## src/asr_pkg.sv

```systemverilog
package asr_pkg;
    localparam int CELL_BYTES     = 53;
    localparam int HDR_BYTES      = 5;
    localparam int PAY_BYTES      = 48;
    localparam int MAX_VC         = 65536;
    localparam int MAX_ACTIVE_VC  = 8191;
    localparam int RATE_SLOTS     = 8;
    localparam int RATE_W         = 3;
    localparam int CBR_VCI        = 16'h0020;
    localparam int OAM_VCI_SEG    = 16'h0003;
    localparam int OAM_VCI_E2E    = 16'h0004;
    localparam int BECN_VCI       = 16'h0006;
    localparam int RESTORE_US     = 1000;
    localparam int CLK_MHZ        = 25;
    localparam int RESTORE_CYC    = RESTORE_US * CLK_MHZ;
    localparam int PTI_EOF_BIT    = 1;
    localparam logic [1:0] ST_COM = 2'h0;
    localparam logic [1:0] ST_EOM = 2'h1;
    localparam logic [1:0] ST_BOM = 2'h2;
    localparam logic [1:0] ST_SSM = 2'h3;

    typedef struct packed {
        logic [11:0] vpi;
        logic [15:0] vci;
        logic [2:0]  pti;
        logic        clp;
    } asr_hdr_s;

    typedef struct packed {
        logic [7:0] data;
        logic       sof;
        logic       eof;
    } asr_byte_s;

    typedef struct packed {
        logic [15:0] vc;
        logic        aal34;
        logic [9:0]  mid;
        logic        last;
        logic [1:0]  st;
    } asr_cell_s;
endpackage

```

## src/asr_fifo.sv

```systemverilog
`timescale 1ns/100ps
module asr_fifo #(
    parameter int WIDTH = 8,
    parameter int DEPTH = 4
) (
    input  wire logic             core_clk,
    input  wire logic             rst_n,
    input  wire logic             in_valid,
    output logic                  in_ready,
    input  wire logic [WIDTH-1:0] in_data,
    output logic                  out_valid,
    input  wire logic             out_ready,
    output logic      [WIDTH-1:0] out_data
);
    localparam int AW = $clog2(DEPTH);
    logic [WIDTH-1:0] mem [DEPTH];
    logic [AW-1:0]    wr_reg;
    logic [AW-1:0]    rd_reg;
    logic [AW:0]      cnt_reg;
    logic             push;
    logic             pop;

    assign in_ready  = (cnt_reg != (AW+1)'(DEPTH));
    assign out_valid = (cnt_reg != '0);
    assign push      = in_valid && in_ready;
    assign pop       = out_valid && out_ready;
    assign out_data  = mem[rd_reg];

    always_ff @(posedge core_clk) begin
        if (push) begin
            mem[wr_reg] <= in_data;
        end
    end

    always_ff @(posedge core_clk or negedge rst_n) begin
        if (!rst_n) begin
            wr_reg  <= '0;
            rd_reg  <= '0;
            cnt_reg <= '0;
        end else begin
            if (push) begin
                wr_reg <= (wr_reg == AW'(DEPTH-1)) ? '0 : wr_reg + 1'b1;
            end
            if (pop) begin
                rd_reg <= (rd_reg == AW'(DEPTH-1)) ? '0 : rd_reg + 1'b1;
            end
            cnt_reg <= cnt_reg + (AW+1)'(push) - (AW+1)'(pop);
        end
    end
endmodule

```

## src/asr_core.sv

```systemverilog
`timescale 1ns/100ps
// Function
// - Cells on the line are 53 bytes: 5 header then 48 payload.
// - Circuit numbers span 65,536; 8,191 active per direction.
// - One byte per clock each way sustains line rate.
// - Packet plus descriptor cut into cells, headers added, sent out.
// - Maintenance cells dropped, except PTI-marked ones on the constant-rate or congestion circuit.
// - Reassembly id is VCI plus MID bits 9:8, or VPI low byte plus VCI.
// - Headers stripped; completed frame queued to software.
// - Constant-rate cells get headers and preempt packet cells.
// - Received constant-rate cells go to their own queue.
// - Cells interleaved; eight programmable peak gaps.
// - One leaky bucket shared by all circuits bounds average rate.
// - Buffer handed back when last cell sent.
// - First cell opens a buffer; later cells appended.
// - Last cell stored, then completion reported.
// - Adaptation fields checked; errors reported.
// - Software sees only packet-level events.
// - Tables and packet data stay in outside memories.
// - Congestion cells forwarded to transmit side.
// - Each congestion notice slows packet cells one slot further, up to slot 7.
// - Quiet interval restores rate one step at a time.
// - AAL5 last cell has user indication 1, others 0.
// - AAL3/4 segments carry BOM, COM, EOM or SSM type.
module asr_core
    import asr_pkg::*;
#(
    parameter int RESTORE_CYCLES = RESTORE_CYC,
    parameter int FIFO_DEPTH     = 4
) (
    input  wire logic       core_clk,
    input  wire logic       rst_n,
    input  wire logic       tx_pkt_valid,
    output logic            tx_pkt_ready,
    input  wire asr_cell_s  tx_pkt_cell,
    input  wire logic [2:0] tx_rate_sel,
    input  wire logic [7:0] tx_bucket_lim,
    input  wire logic [7:0] tx_byte,
    input  wire logic       cbr_valid,
    output logic            cbr_ready,
    input  wire asr_hdr_s   cbr_hdr,
    output logic            tx_byte_rd,
    output logic            tx_done,
    output logic [15:0]     tx_done_vc,
    output logic            line_tx_valid,
    input  wire logic       line_tx_ready,
    output asr_byte_s       line_tx,
    input  wire logic       line_rx_valid,
    input  wire asr_byte_s  line_rx,
    input  wire logic [15:0] gap_cfg [RATE_SLOTS],
    input  wire logic       rid_vci_mid,
    output asr_byte_s       rx_out,
    output logic            rx_out_valid,
    output logic            rx_cbr_valid,
    output logic [25:0]     rx_rid,
    output logic            rx_open,
    output logic            rx_done,
    output logic            rx_err,
    output logic            becn_valid,
    output logic [15:0]     becn_vc
);
    // Reset release through two stages
    logic rst_s1, rst_s2;
    always_ff @(posedge core_clk or negedge rst_n) begin
        if (!rst_n) begin
            rst_s1 <= 1'b0;
            rst_s2 <= 1'b0;
        end else begin
            rst_s1 <= 1'b1;
            rst_s2 <= rst_s1;
        end
    end
    wire srst_n = rst_s2;

    // ---------------- Transmit ----------------
    typedef enum logic [1:0] {TX_IDLE, TX_HDR, TX_PAY} asr_tx_e;
    asr_tx_e   tx_st_reg;
    asr_cell_s cur_reg;
    logic      is_cbr_reg;
    asr_hdr_s  cbr_h_reg;
    logic [5:0] idx_reg;
    logic [15:0] gap_reg;
    logic [7:0] bucket_reg;
    logic [2:0] throttle_reg;
    logic [31:0] quiet_reg;
    logic      fifo_in_ready;
    asr_byte_s tx_b;
    logic      tx_b_valid;
    logic [39:0] hdr_bits;
    logic      pace_ok;
    logic      becn_int;
    logic [2:0] eff_rate;

    // Header field packing per cell type
    always_comb begin
        hdr_bits = '0;
        if (is_cbr_reg) begin
            hdr_bits = {4'h0, cbr_h_reg.vpi[7:0], cbr_h_reg.vci,
                        cbr_h_reg.pti, cbr_h_reg.clp, 8'h00};
        end else begin
            hdr_bits = {12'h000, cur_reg.vc, 3'(cur_reg.last && !cur_reg.aal34)
                        << PTI_EOF_BIT >> 1, 1'b0, 8'h00};
        end
    end

    // Slower rate after congestion, capped at slot 7
    assign eff_rate = (3'(tx_rate_sel) + throttle_reg < tx_rate_sel) ?
                      3'h7 : tx_rate_sel + throttle_reg;
    // Peak gap and average bucket both gate a new packet cell
    assign pace_ok  = (gap_reg == '0) && (bucket_reg < tx_bucket_lim);

    assign cbr_ready    = (tx_st_reg == TX_IDLE) && srst_n;
    assign tx_pkt_ready = (tx_st_reg == TX_IDLE) && !cbr_valid && pace_ok
                          && srst_n;
    assign tx_b_valid   = (tx_st_reg != TX_IDLE);
    // Segment type byte takes no packet byte, so none is lost
    assign tx_byte_rd   = (tx_st_reg == TX_PAY) && fifo_in_ready && !is_cbr_reg
                          && !(cur_reg.aal34 && idx_reg == '0);

    always_comb begin
        tx_b = '0;
        tx_b.sof = (tx_st_reg == TX_HDR) && (idx_reg == '0);
        tx_b.eof = (tx_st_reg == TX_PAY) && (idx_reg == 6'(PAY_BYTES-1));
        if (tx_st_reg == TX_HDR) begin
            tx_b.data = hdr_bits[39 - 8*idx_reg[2:0] -: 8];
        end else if (!is_cbr_reg && cur_reg.aal34 && idx_reg == '0) begin
            tx_b.data = {cur_reg.st, 6'h00};
        end else begin
            tx_b.data = tx_byte;
        end
    end

    always_ff @(posedge core_clk or negedge srst_n) begin
        if (!srst_n) begin
            tx_st_reg  <= TX_IDLE;
            idx_reg    <= '0;
            is_cbr_reg <= 1'b0;
            cur_reg    <= '0;
            cbr_h_reg  <= '0;
        end else begin
            case (tx_st_reg)
                TX_IDLE: begin
                    idx_reg <= '0;
                    if (cbr_valid) begin
                        is_cbr_reg <= 1'b1;
                        cbr_h_reg  <= cbr_hdr;
                        tx_st_reg  <= TX_HDR;
                    end else if (tx_pkt_valid && pace_ok) begin
                        is_cbr_reg <= 1'b0;
                        cur_reg    <= tx_pkt_cell;
                        tx_st_reg  <= TX_HDR;
                    end
                end
                TX_HDR: if (fifo_in_ready) begin
                    if (idx_reg == 6'(HDR_BYTES-1)) begin
                        idx_reg   <= '0;
                        tx_st_reg <= TX_PAY;
                    end else begin
                        idx_reg <= idx_reg + 1'b1;
                    end
                end
                TX_PAY: if (fifo_in_ready) begin
                    if (idx_reg == 6'(PAY_BYTES-1)) begin
                        tx_st_reg <= TX_IDLE;
                    end else begin
                        idx_reg <= idx_reg + 1'b1;
                    end
                end
                default: tx_st_reg <= TX_IDLE;
            endcase
        end
    end

    wire cell_end = (tx_st_reg == TX_PAY) && fifo_in_ready
                    && (idx_reg == 6'(PAY_BYTES-1)) && !is_cbr_reg;

    // Peak gap and leaky bucket
    always_ff @(posedge core_clk or negedge srst_n) begin
        if (!srst_n) begin
            gap_reg    <= '0;
            bucket_reg <= '0;
        end else if (cell_end) begin
            gap_reg    <= gap_cfg[eff_rate];
            bucket_reg <= bucket_reg + 8'h01;
        end else begin
            if (gap_reg != '0) begin
                gap_reg <= gap_reg - 1'b1;
            end
            if (bucket_reg != '0 && gap_reg == '0) begin
                bucket_reg <= bucket_reg - 1'b1;
            end
        end
    end

    // Buffer return on last cell
    always_ff @(posedge core_clk or negedge srst_n) begin
        if (!srst_n) begin
            tx_done    <= 1'b0;
            tx_done_vc <= '0;
        end else begin
            tx_done    <= cell_end && cur_reg.last;
            tx_done_vc <= cur_reg.vc;
        end
    end

    // Congestion throttle and gradual restore
    always_ff @(posedge core_clk or negedge srst_n) begin
        if (!srst_n) begin
            throttle_reg <= '0;
            quiet_reg    <= '0;
        end else if (becn_int) begin
            if (throttle_reg != 3'h7) begin
                throttle_reg <= throttle_reg + 1'b1;
            end
            quiet_reg <= '0;
        end else if (throttle_reg != '0) begin
            if (quiet_reg >= 32'(RESTORE_CYCLES - 1)) begin
                throttle_reg <= throttle_reg - 1'b1;
                quiet_reg    <= '0;
            end else begin
                quiet_reg <= quiet_reg + 1'b1;
            end
        end
    end

    // Byte FIFO toward the line
    asr_fifo #(.WIDTH($bits(asr_byte_s)), .DEPTH(FIFO_DEPTH)) u_tx_fifo (
        .core_clk  (core_clk),
        .rst_n     (srst_n),
        .in_valid  (tx_b_valid),
        .in_ready  (fifo_in_ready),
        .in_data   (tx_b),
        .out_valid (line_tx_valid),
        .out_ready (line_tx_ready),
        .out_data  (line_tx)
    );

    // ---------------- Receive ----------------
    logic [5:0]  rx_idx_reg;
    logic        rx_in_hdr_reg;
    logic [39:0] rx_hdr_reg;
    logic [1:0]  rx_kind_reg; // 0 data, 1 drop, 2 cbr, 3 becn
    logic        rx_busy_reg;
    wire [15:0]  rvci = rx_hdr_reg[27:12];
    wire [2:0]   rpti = rx_hdr_reg[11:9];

    always_ff @(posedge core_clk or negedge srst_n) begin
        if (!srst_n) begin
            rx_idx_reg    <= '0;
            rx_in_hdr_reg <= 1'b1;
            rx_hdr_reg    <= '0;
        end else if (line_rx_valid) begin
            if (line_rx.sof) begin
                rx_in_hdr_reg <= 1'b1;
                rx_idx_reg    <= 6'h01;
                rx_hdr_reg    <= {line_rx.data, 32'h0};
            end else if (rx_in_hdr_reg) begin
                rx_hdr_reg <= rx_hdr_reg | (40'(line_rx.data)
                              << (8*(4 - 32'(rx_idx_reg))));
                if (rx_idx_reg == 6'(HDR_BYTES-1)) begin
                    rx_in_hdr_reg <= 1'b0;
                    rx_idx_reg    <= '0;
                end else begin
                    rx_idx_reg <= rx_idx_reg + 1'b1;
                end
            end else begin
                rx_idx_reg <= rx_idx_reg + 1'b1;
            end
        end
    end

    logic [1:0] rx_kind_reg_n;
    // Classify once header complete
    always_comb begin
        rx_kind_reg_n = 2'd0;
        if (rpti[2] || rvci == 16'(OAM_VCI_SEG) || rvci == 16'(OAM_VCI_E2E))
            rx_kind_reg_n = 2'd1;
        if (rvci == 16'(BECN_VCI))
            rx_kind_reg_n = 2'd3;
        else if (rvci == 16'(CBR_VCI))
            rx_kind_reg_n = 2'd2;
    end

    wire pay_byte = line_rx_valid && !rx_in_hdr_reg && !line_rx.sof;
    wire first_pay = pay_byte && rx_idx_reg == '0;
    wire last_pay  = pay_byte && rx_idx_reg == 6'(PAY_BYTES-1);
    wire [1:0] kind = first_pay ? rx_kind_reg_n : rx_kind_reg;
    logic [1:0] rx_st_reg;

    always_ff @(posedge core_clk or negedge srst_n) begin
        if (!srst_n) begin
            rx_out       <= '0;
            rx_kind_reg  <= '0;
            rx_out_valid <= 1'b0;
            rx_cbr_valid <= 1'b0;
            rx_rid       <= '0;
            rx_open      <= 1'b0;
            rx_done      <= 1'b0;
            rx_err       <= 1'b0;
            becn_valid   <= 1'b0;
            becn_vc      <= '0;
            rx_busy_reg  <= 1'b0;
            rx_st_reg    <= '0;
        end else begin
            if (first_pay) begin
                rx_kind_reg <= rx_kind_reg_n;
                rx_st_reg   <= line_rx.data[7:6];
                rx_rid <= rid_vci_mid ?
                    {rvci, line_rx.data[1:0], 8'h00} :
                    {rx_hdr_reg[35:28], rvci, 2'b00};
            end
            rx_out_valid <= pay_byte && kind == 2'd0;
            rx_cbr_valid <= pay_byte && kind == 2'd2;
            rx_out.data  <= line_rx.data;
            rx_out.sof   <= first_pay;
            rx_out.eof   <= last_pay;
            becn_valid   <= last_pay && kind == 2'd3;
            becn_vc      <= rvci;
            rx_open      <= first_pay && kind == 2'd0 && !rx_busy_reg;
            rx_done      <= 1'b0;
            rx_err       <= 1'b0;
            if (first_pay && kind == 2'd0 && !rx_busy_reg)
                rx_busy_reg <= 1'b1;
            if (last_pay && kind == 2'd0 &&
                (rpti[0] || rx_st_reg[0] == 1'b1 && rx_st_reg != ST_BOM)) begin
                rx_done     <= 1'b1;
                rx_busy_reg <= 1'b0;
            end
            if (first_pay && kind == 2'd0 && rx_busy_reg &&
                line_rx.data[7] == 1'b1)
                rx_err <= 1'b1;
        end
    end
    assign becn_int = becn_valid;

    property p_cell_len;
        @(posedge core_clk) disable iff (!srst_n)
        (tx_st_reg == TX_IDLE && $past(tx_st_reg) == TX_PAY)
            |-> $past(idx_reg) == 6'(PAY_BYTES-1);
    endproperty
    a_cell_len: assert property (p_cell_len) else $error("bad cell len");

    property p_cbr_first;
        @(posedge core_clk) disable iff (!srst_n)
        (tx_st_reg == TX_IDLE && cbr_valid) |=> is_cbr_reg;
    endproperty
    a_cbr_first: assert property (p_cbr_first) else $error("cbr lost");

    property p_done;
        @(posedge core_clk) disable iff (!srst_n)
        (cell_end && cur_reg.last) |=> tx_done;
    endproperty
    a_done: assert property (p_done) else $error("no return");

    property p_oam;
        @(posedge core_clk) disable iff (!srst_n)
        (pay_byte && kind == 2'd1) |=> !rx_out_valid;
    endproperty
    a_oam: assert property (p_oam) else $error("oam passed");

    property p_gap;
        @(posedge core_clk) disable iff (!srst_n)
        (gap_reg != '0) |-> !tx_pkt_ready;
    endproperty
    a_gap: assert property (p_gap) else $error("gap broken");

    property p_bucket;
        @(posedge core_clk) disable iff (!srst_n)
        (bucket_reg >= tx_bucket_lim) |-> !tx_pkt_ready;
    endproperty
    a_bucket: assert property (p_bucket) else $error("bucket");

    property p_throttle;
        @(posedge core_clk) disable iff (!srst_n)
        (becn_int && throttle_reg != 3'h7)
            |=> throttle_reg == $past(throttle_reg) + 3'h1;
    endproperty
    a_throttle: assert property (p_throttle) else $error("no throttle");

    property p_restore;
        @(posedge core_clk) disable iff (!srst_n)
        (throttle_reg != '0 && !becn_int)
            |=> throttle_reg >= $past(throttle_reg) - 3'h1;
    endproperty
    a_restore: assert property (p_restore) else $error("restore jump");
endmodule

```

## config.mk

```make
export PLATFORM = sky130hd
export DESIGN_NAME = asr_core
export DESIGN_NICKNAME = d
export VERILOG_FILES = /design/src/asr_pkg.sv /design/src/asr_fifo.sv /design/src/asr_core.sv
export SDC_FILE = /design/constraint.sdc
export NUM_CORES = 1
export LEC_CHECK = 0
export BUFFER_PORTS_ARGS = -buffer_cell sky130_fd_sc_hd__buf_4
export CAP_MARGIN = 20
export CORE_MARGIN = 1
export CORE_UTILIZATION = 59
export DETAILED_ROUTE_END_ITERATION = 10
export PLACE_DENSITY_LB_ADDON = 0.1
export RECOVER_POWER = 25
export SLEW_MARGIN = 20
export SYNTH_ARGS = -nofsm -noshare
export SYNTH_HDL_FRONTEND = slang
export SYNTH_SLANG_ARGS = --single-unit
export TNS_END_PERCENT = 100
```

## constraint.sdc

```tcl
create_clock -name core_clk -period 18.08 [get_ports core_clk]
set_input_delay 2.712 -clock core_clk [delete_from_list [all_inputs] [get_ports core_clk]]
set_output_delay 2.712 -clock core_clk [all_outputs]
set_load 0.01 [all_outputs]
```

## Word level (Yosys, flattened, before mapping)

Memory sizes are Yosys's and may differ from the RTL's.
Index checks and enable logic that the tools add are counted.

| operators by class | value |
|---|---|
| add/subtract/negate cells | 15 |
| multipliers | 0 |
| div/mod/pow operators | 0 |
| $lt $le $gt $ge | 4 |
| equal/unequal tests | 24 |
| shifts and indexed selects | 2 |
| muxes and demuxes | 53 |
| bitwise operators | 3 |
| reductions and logical operators | 70 |

Operators by type and width:

| operator | number |
|---|---|
| 32-bit two-way mux | 3 |
| 40-bit two-way mux | 2 |
| 16-bit two-way mux | 4 |
| 16-bit binary-select mux with 3-bit select | 1 |
| 47-bit by 33-bit indexed part select with 8-bit output | 1 |
| 6-bit two-way mux | 7 |
| 40-bit bitwise OR | 1 |
| 8-bit by 32-bit << shifter with 40-bit output | 1 |
| 36-bit two-way mux | 1 |
| 1-bit logical AND | 35 |
| 32-bit by 1-bit adder with 32-bit output, second input constant | 1 |
| 16-bit by 3-bit equality test with 1-bit output, second input constant | 2 |
| 32-bit by 15-bit greater-or-equal comparator with 1-bit output, second input constant | 1 |
| 8-bit two-way mux | 4 |
| 26-bit two-way mux | 1 |
| 2-bit two-way mux | 11 |
| 6-bit one-hot mux with 3 select lines | 1 |
| 16-bit by 2-bit equality test with 1-bit output, second input constant | 1 |
| 16-bit by 6-bit equality test with 1-bit output, second input constant | 1 |
| 16-bit zero test | 1 |
| 16-bit nonzero test | 1 |
| 2-bit nonzero test | 8 |
| 16-bit by 1-bit subtractor with 16-bit output, second input constant | 1 |
| 3-bit two-way mux | 5 |
| 36 further kinds | 76 |

| word-level totals | value |
|---|---|
| flip-flop bits (word level) | 252 |
| latch bits | 0 |
| memory bits (writable) | 40 |
| bits in read-only memories | 0 |
| bits of input ports | 226 |
| output and inout port bits | 89 |
| word-level logic and storage cells | 211 |
| memories kept | 1 |

Memories:

| memory | depth | bits a word | read ports | clocked after memory_dff | wr ports | line | text |
|---|---|---|---|---|---|---|---|
| u_tx_fifo.mem | 4 | 10 | 1 | 0 | 1 | asr_fifo.sv:16 | `logic [WIDTH-1:0] mem [DEPTH];` |

## Longest topological paths before layout

| depth | value |
|---|---|
| depth after elaboration | 12 |
| depth in mapped cells | 15 |
| depth with buffers taken out | 12 |

## Modules after synthesis

Synthesis repeated with hierarchy kept, for this count alone.

| unflattened totals | value |
|---|---|
| cells, all modules | 1,242 |
| area, all modules | 13,619.3 sq um |

By module, submodules not included:

| module | instances | cells each | area each (sq um) | sequential area each (sq um) |
|---|---|---|---|---|
| asr_core | 1 | 1,152 | 11,738.8 | 5,706.7 |
| asr_fifo | 1 | 90 | 1,880.6 | 1,376.3 |

## Worst setup path before layout

No wires, ideal clock.

| timing | value |
|---|---|
| path type | register -> output |
| from | register rst_s2 |
| to | output port tx_pkt_ready |
| data arrival time | 6.465 ns |
| required time | 15.368 ns |
| path slack | 8.903 ns |
| stages on the path, launching flop included | 2 |
| buffers on the path | 0 |
| cell sequence | dfrtp_1 and4b_2 |

| between the ends | value |
|---|---|
| cells in the longest elaborated chain, start to end | 1 |

RTL lines:

| what | line | text |
|---|---|---|
| start, declared | asr_core.sv:63 | `logic rst_s1, rst_s2;` |
| start signal, assigned | asr_core.sv:70 | `rst_s2 <= rst_s1;` |
| 1-bit logical AND | asr_core.sv:114 | `&& srst_n;` |
| end, declared | asr_core.sv:34 | `output logic tx_pkt_ready,` |

No other way between the ends.

## Worst setup path in the final report

| timing | value |
|---|---|
| from | input port tx_bucket_lim[1] |
| to | output port tx_pkt_ready |

| between the ends | value |
|---|---|
| cells in the longest elaborated chain, start to end | 4 |

RTL lines:

| what | line | text |
|---|---|---|
| start, declared | asr_core.sv:37 | `input wire logic [7:0] tx_bucket_lim,` |
| 8-bit less-than comparator | asr_core.sv:110 | `assign pace_ok = (gap_reg == '0) && (bucket_reg < tx_bucket_lim);` |
| 1-bit logical AND | asr_core.sv:110 |  |
| 1-bit logical AND | asr_core.sv:113 | `assign tx_pkt_ready = (tx_st_reg == TX_IDLE) && !cbr_valid && pace_ok` |
| 1-bit logical AND | asr_core.sv:114 |  |

No other way between the ends.

==> summary.md <==
| Metric | Value |
|---|---|
| Setup TNS | 0 ns |
| WL/cell | 19.7 um |
| Count leader, synth | dfrtp_1 |
| Number of flip-flops in the largest register | 40 |
| Fin crit period | 6.93 ns |
| Largest stage delay, worst path | 0.37 ns |
| Die Wd | 154 um |
| CP Capture Type | output pin |
| Slowest CP cell | a211o_2 |
| Critical Path Start | tx_bucket_lim[1] |
| Tightest Pin Transition | 2.89 ns |
| Post-route DRC violation count | 0 |
| Avg Vias per Cell | 5.92 |
| Kind of critical path | in -> out |
| Skew final | 0.0268 ns |
| Area leader, netlist | dfrtp_1 |
| Drt total wl | 35800 um |
| WP buf/inv | 3 |
| Placed insts | 1766 |
| Final Max Tran Viols | 55 |
| Cells on worst reg2reg path | 3 |
| Post CTS Setup Buffer Count | 0 |
| Status | finished, violations left |
| Mean Syn Cell Area | 11.0 um2 |
| Largest family of logic cells by synthesized area | simple AND/OR/NAND/NOR gates |
| Max cap viols | 1 |
| Post-cts repair resize count | 0 |
| Ys async rst share | 0.855 |
| Synth area leaders | dfrtp_1 (43%), edfxtp_1 (8.8%), mux2i_1 (4.2%) |
| Critical path depth | 8 |
| Final Power | 2000 uW |
| Tcrit/Tclk final | 0.383 |
| Worst skew pair latency | 0.56 ns |
| Port Buffer Count | 297 |
| CTS H-Tree Depth | 1 |
| Clock buffer depth | 3 |
| Synth Area in Compound Gates | 0.125 |
| Post-synth cell types | 82 |
| Grt total ovfl | 0 |
| Post-synth top area share | 0.429 |
| DR vias | 10800 |
| Violated checks | capacitance limit, slew limit |
| Ys Warns | 0 |
| Top_reg_cell synth | dfrtp_1 |
| GP Congestion | 0.861 |
| Largest net degree at the start of global routing | 81 |
| DRT Pass-1 Iters | 5 |
| Leak | 0.00806 uW |
| Die H | 154 um |
| Worst path cell trace | buf_4, inv_1, ha_1, a21o_2, a211o_2, a211oi_2, and4b_2, buf_4 |
| Max_slew headroom | -0.925 |
| Area of the multi-input gates | 6180 um2 |
| Final net count | 1775 |
| Adder-Cell Fraction of Synth Area | 0.0370 |
| Register area share after synthesis | 0.519 |
| Quantity of hold-fixing buffers added after cts | 0 |
| Core Box Area | 22600 um2 |
| Mux share of post-synthesis cell area | 0.123 |
| NetSw | 617 uW |
| Final Non-Filler Cells | 1819 |
| TritonCTS sink count | 275 |
| DP Wirelength | 26000 um |
| Fraction of layout cells with a size suffix above 1 | 0.303 |
| Power Density | 117 nW/um2 |
| Rows | 55 |
| Storage cell area | 7080 um2 |
| Die Area | 23800 um2 |
| Crit start category | input pin |
| Antenna violations before repair | 3 |
| Gr usage total | 0.301 |
| CP Capture Point | tx_pkt_ready |
| CP dominant cell by count | buf_4 |
| CTS root buf | clkbuf_16 |
| XOR/XNOR share of the synthesized area | 0.0267 |
| RSZ-0062 raised after global routing | no |
| CP Data Required Time | 15.37 ns |
| First-pass GRT wire length | 56300 um |
| CTS tree | built |
| TritonCTS buffer count | 28 |
| FILL cells | 1574 |
| Synth-to-Final Area Change | 25.0% |
| Number of global-route vias before repair | 10700 |
| Simple-gate share of the synthesized area | 0.138 |
| Post-synth top cells | dfrtp_1 (234), nand2_1 (117), nor2_1 (100), o21ai_0 (80), a21oi_1 (76) |
| Reg-to-reg endpoint | gap_reg[1] |
| Combinational power share | 0.268 |
| Crit-path leading delay family | compound AO/OA/AOI/OAI gates |
| Internal power | 1390 uW |
| Critical R2R Launch | rst_s2 |
| Clock share of power | 0.300 |
| Worst Path Arrival | 4.22 ns |
| Clock transition at path regs | 0.06 ns |
| Initial drt markers | 775 |
| IO Pins | 315 |
| #FFs+latches synth | 275 |
| Peak supply drop | 0.0954 mV |
| Synthesized area | 13700 um2 |
| Starting Density | 0.603 |
| Post-synth EDFFs | 40 |
| Seq pwr share | 0.431 |
| R2R Setup Slk | 13.09 ns |
| Post-synthesis cell count | 1236 |
| Max Fclk | 0.144 GHz |
| Switching share of total power | 0.308 |
| Final Hold Violating Endpoints | 0 |
| Min-delay worst type | reg -> reg |
| Final Setup Violations | 0 |
| Max FO, Critical Path | 2 |
| Final ANT Viol Nets | 0 |
kinds of logic after synthesis:
logic type / Yosys count
flip-flops: 275
adder cells (fa/ha/maj): 38
XOR/XNOR: 40
buffers and inverters: 101
AO/OA/AOI/OAI: 271
AND/OR/NAND/NOR: 375
multiplexers: 134
other: 2
worst min path at each step:
stage	slack (ns)	cells past startpoint	startpoint	endpoint
final	0.36	0	rst_s1	rst_s2
after global routing	0.37	0	rst_s1	rst_s2
after CTS	0.30	0	rst_s2	cbr_h_reg[7]
after detailed placement	0.30	0	rst_s2	cbr_h_reg[7]
after global placement	0.29	0	rst_s2	cbr_h_reg[7]
after floorplan	0.33	0	rst_s1	rst_s2
stage by stage:
| stage | cell area (um2) | util | setup slack (ns) | hold slack (ns) |
|---|---|---|---|---|
| detailed placement | 16100 | 0.710 | 10.92 | 0.297 |
| global route | 17100 | 0.754 | 11.07 | 0.368 |
| floorplan | 13700 | - | 8.90 | 0.331 |
| CTS | 17100 | 0.754 | 11.15 | 0.297 |
| global placement | 16100 | 0.710 | 11.00 | 0.292 |
| finish | 17100 | 0.754 | 11.15 | 0.356 |
layer usage:
layer	wire, um	track usage
met4	784	0.0819
met2	17300	0.481
met3	2580	0.0648
met5	25	0
met1	15100	0.418
final cells by class:
| cell class | instances | share of cell area |
|---|---|---|
| Sequential cell | 275 | 0.415 |
| Multi-Input combinational cell | 861 | 0.362 |
| Timing Repair Buffer | 309 | 0.136 |
| Clock buffer | 37 | 0.0468 |
| Tap cell | 285 | 0.0209 |
| Clock inverter | 15 | 0.0114 |
| Inverter | 36 | 0.00792 |
| Antenna cell | 1 | 0.000147 |
placed cells by master, fill, tap and decap left out, types with 5 or more instances in the layout:
cell type / n
a2111oi_0: 5
a211oi_1: 8
a21oi_1: 75
a22o_1: 10
a22oi_1: 8
a31oi_1: 12
and2_1: 10
and3_1: 13
buf_4: 306
clkbuf_1: 5
clkbuf_16: 29
clkinv_2: 5
dfrtp_1: 234
edfxtp_1: 40
ha_1: 33
inv_1: 35
mux2_2: 42
mux2_4: 20
mux2i_1: 57
mux4_2: 15
nand2_1: 117
nand3_1: 20
nand3b_1: 9
nand4_1: 9
nor2_1: 99
nor2b_1: 7
nor3_1: 24
nor4_1: 12
o21ai_0: 80
o221ai_1: 10
o22ai_1: 16
o31ai_1: 9
or3_1: 8
or4_1: 6
xnor2_1: 19
xor2_1: 20
power groups by stage:
stage,Combinational (uW),Sequential [uW],Clock (uW)
5_1_grt,591,881,640
3_3_place_gp,516,867,0
3_5_place_dp,534,874,0
6_report,537,865,602
2_1_floorplan,360,847,0
4_1_cts,539,864,613
Note: power is estimated with default switching activity, not from simulation.
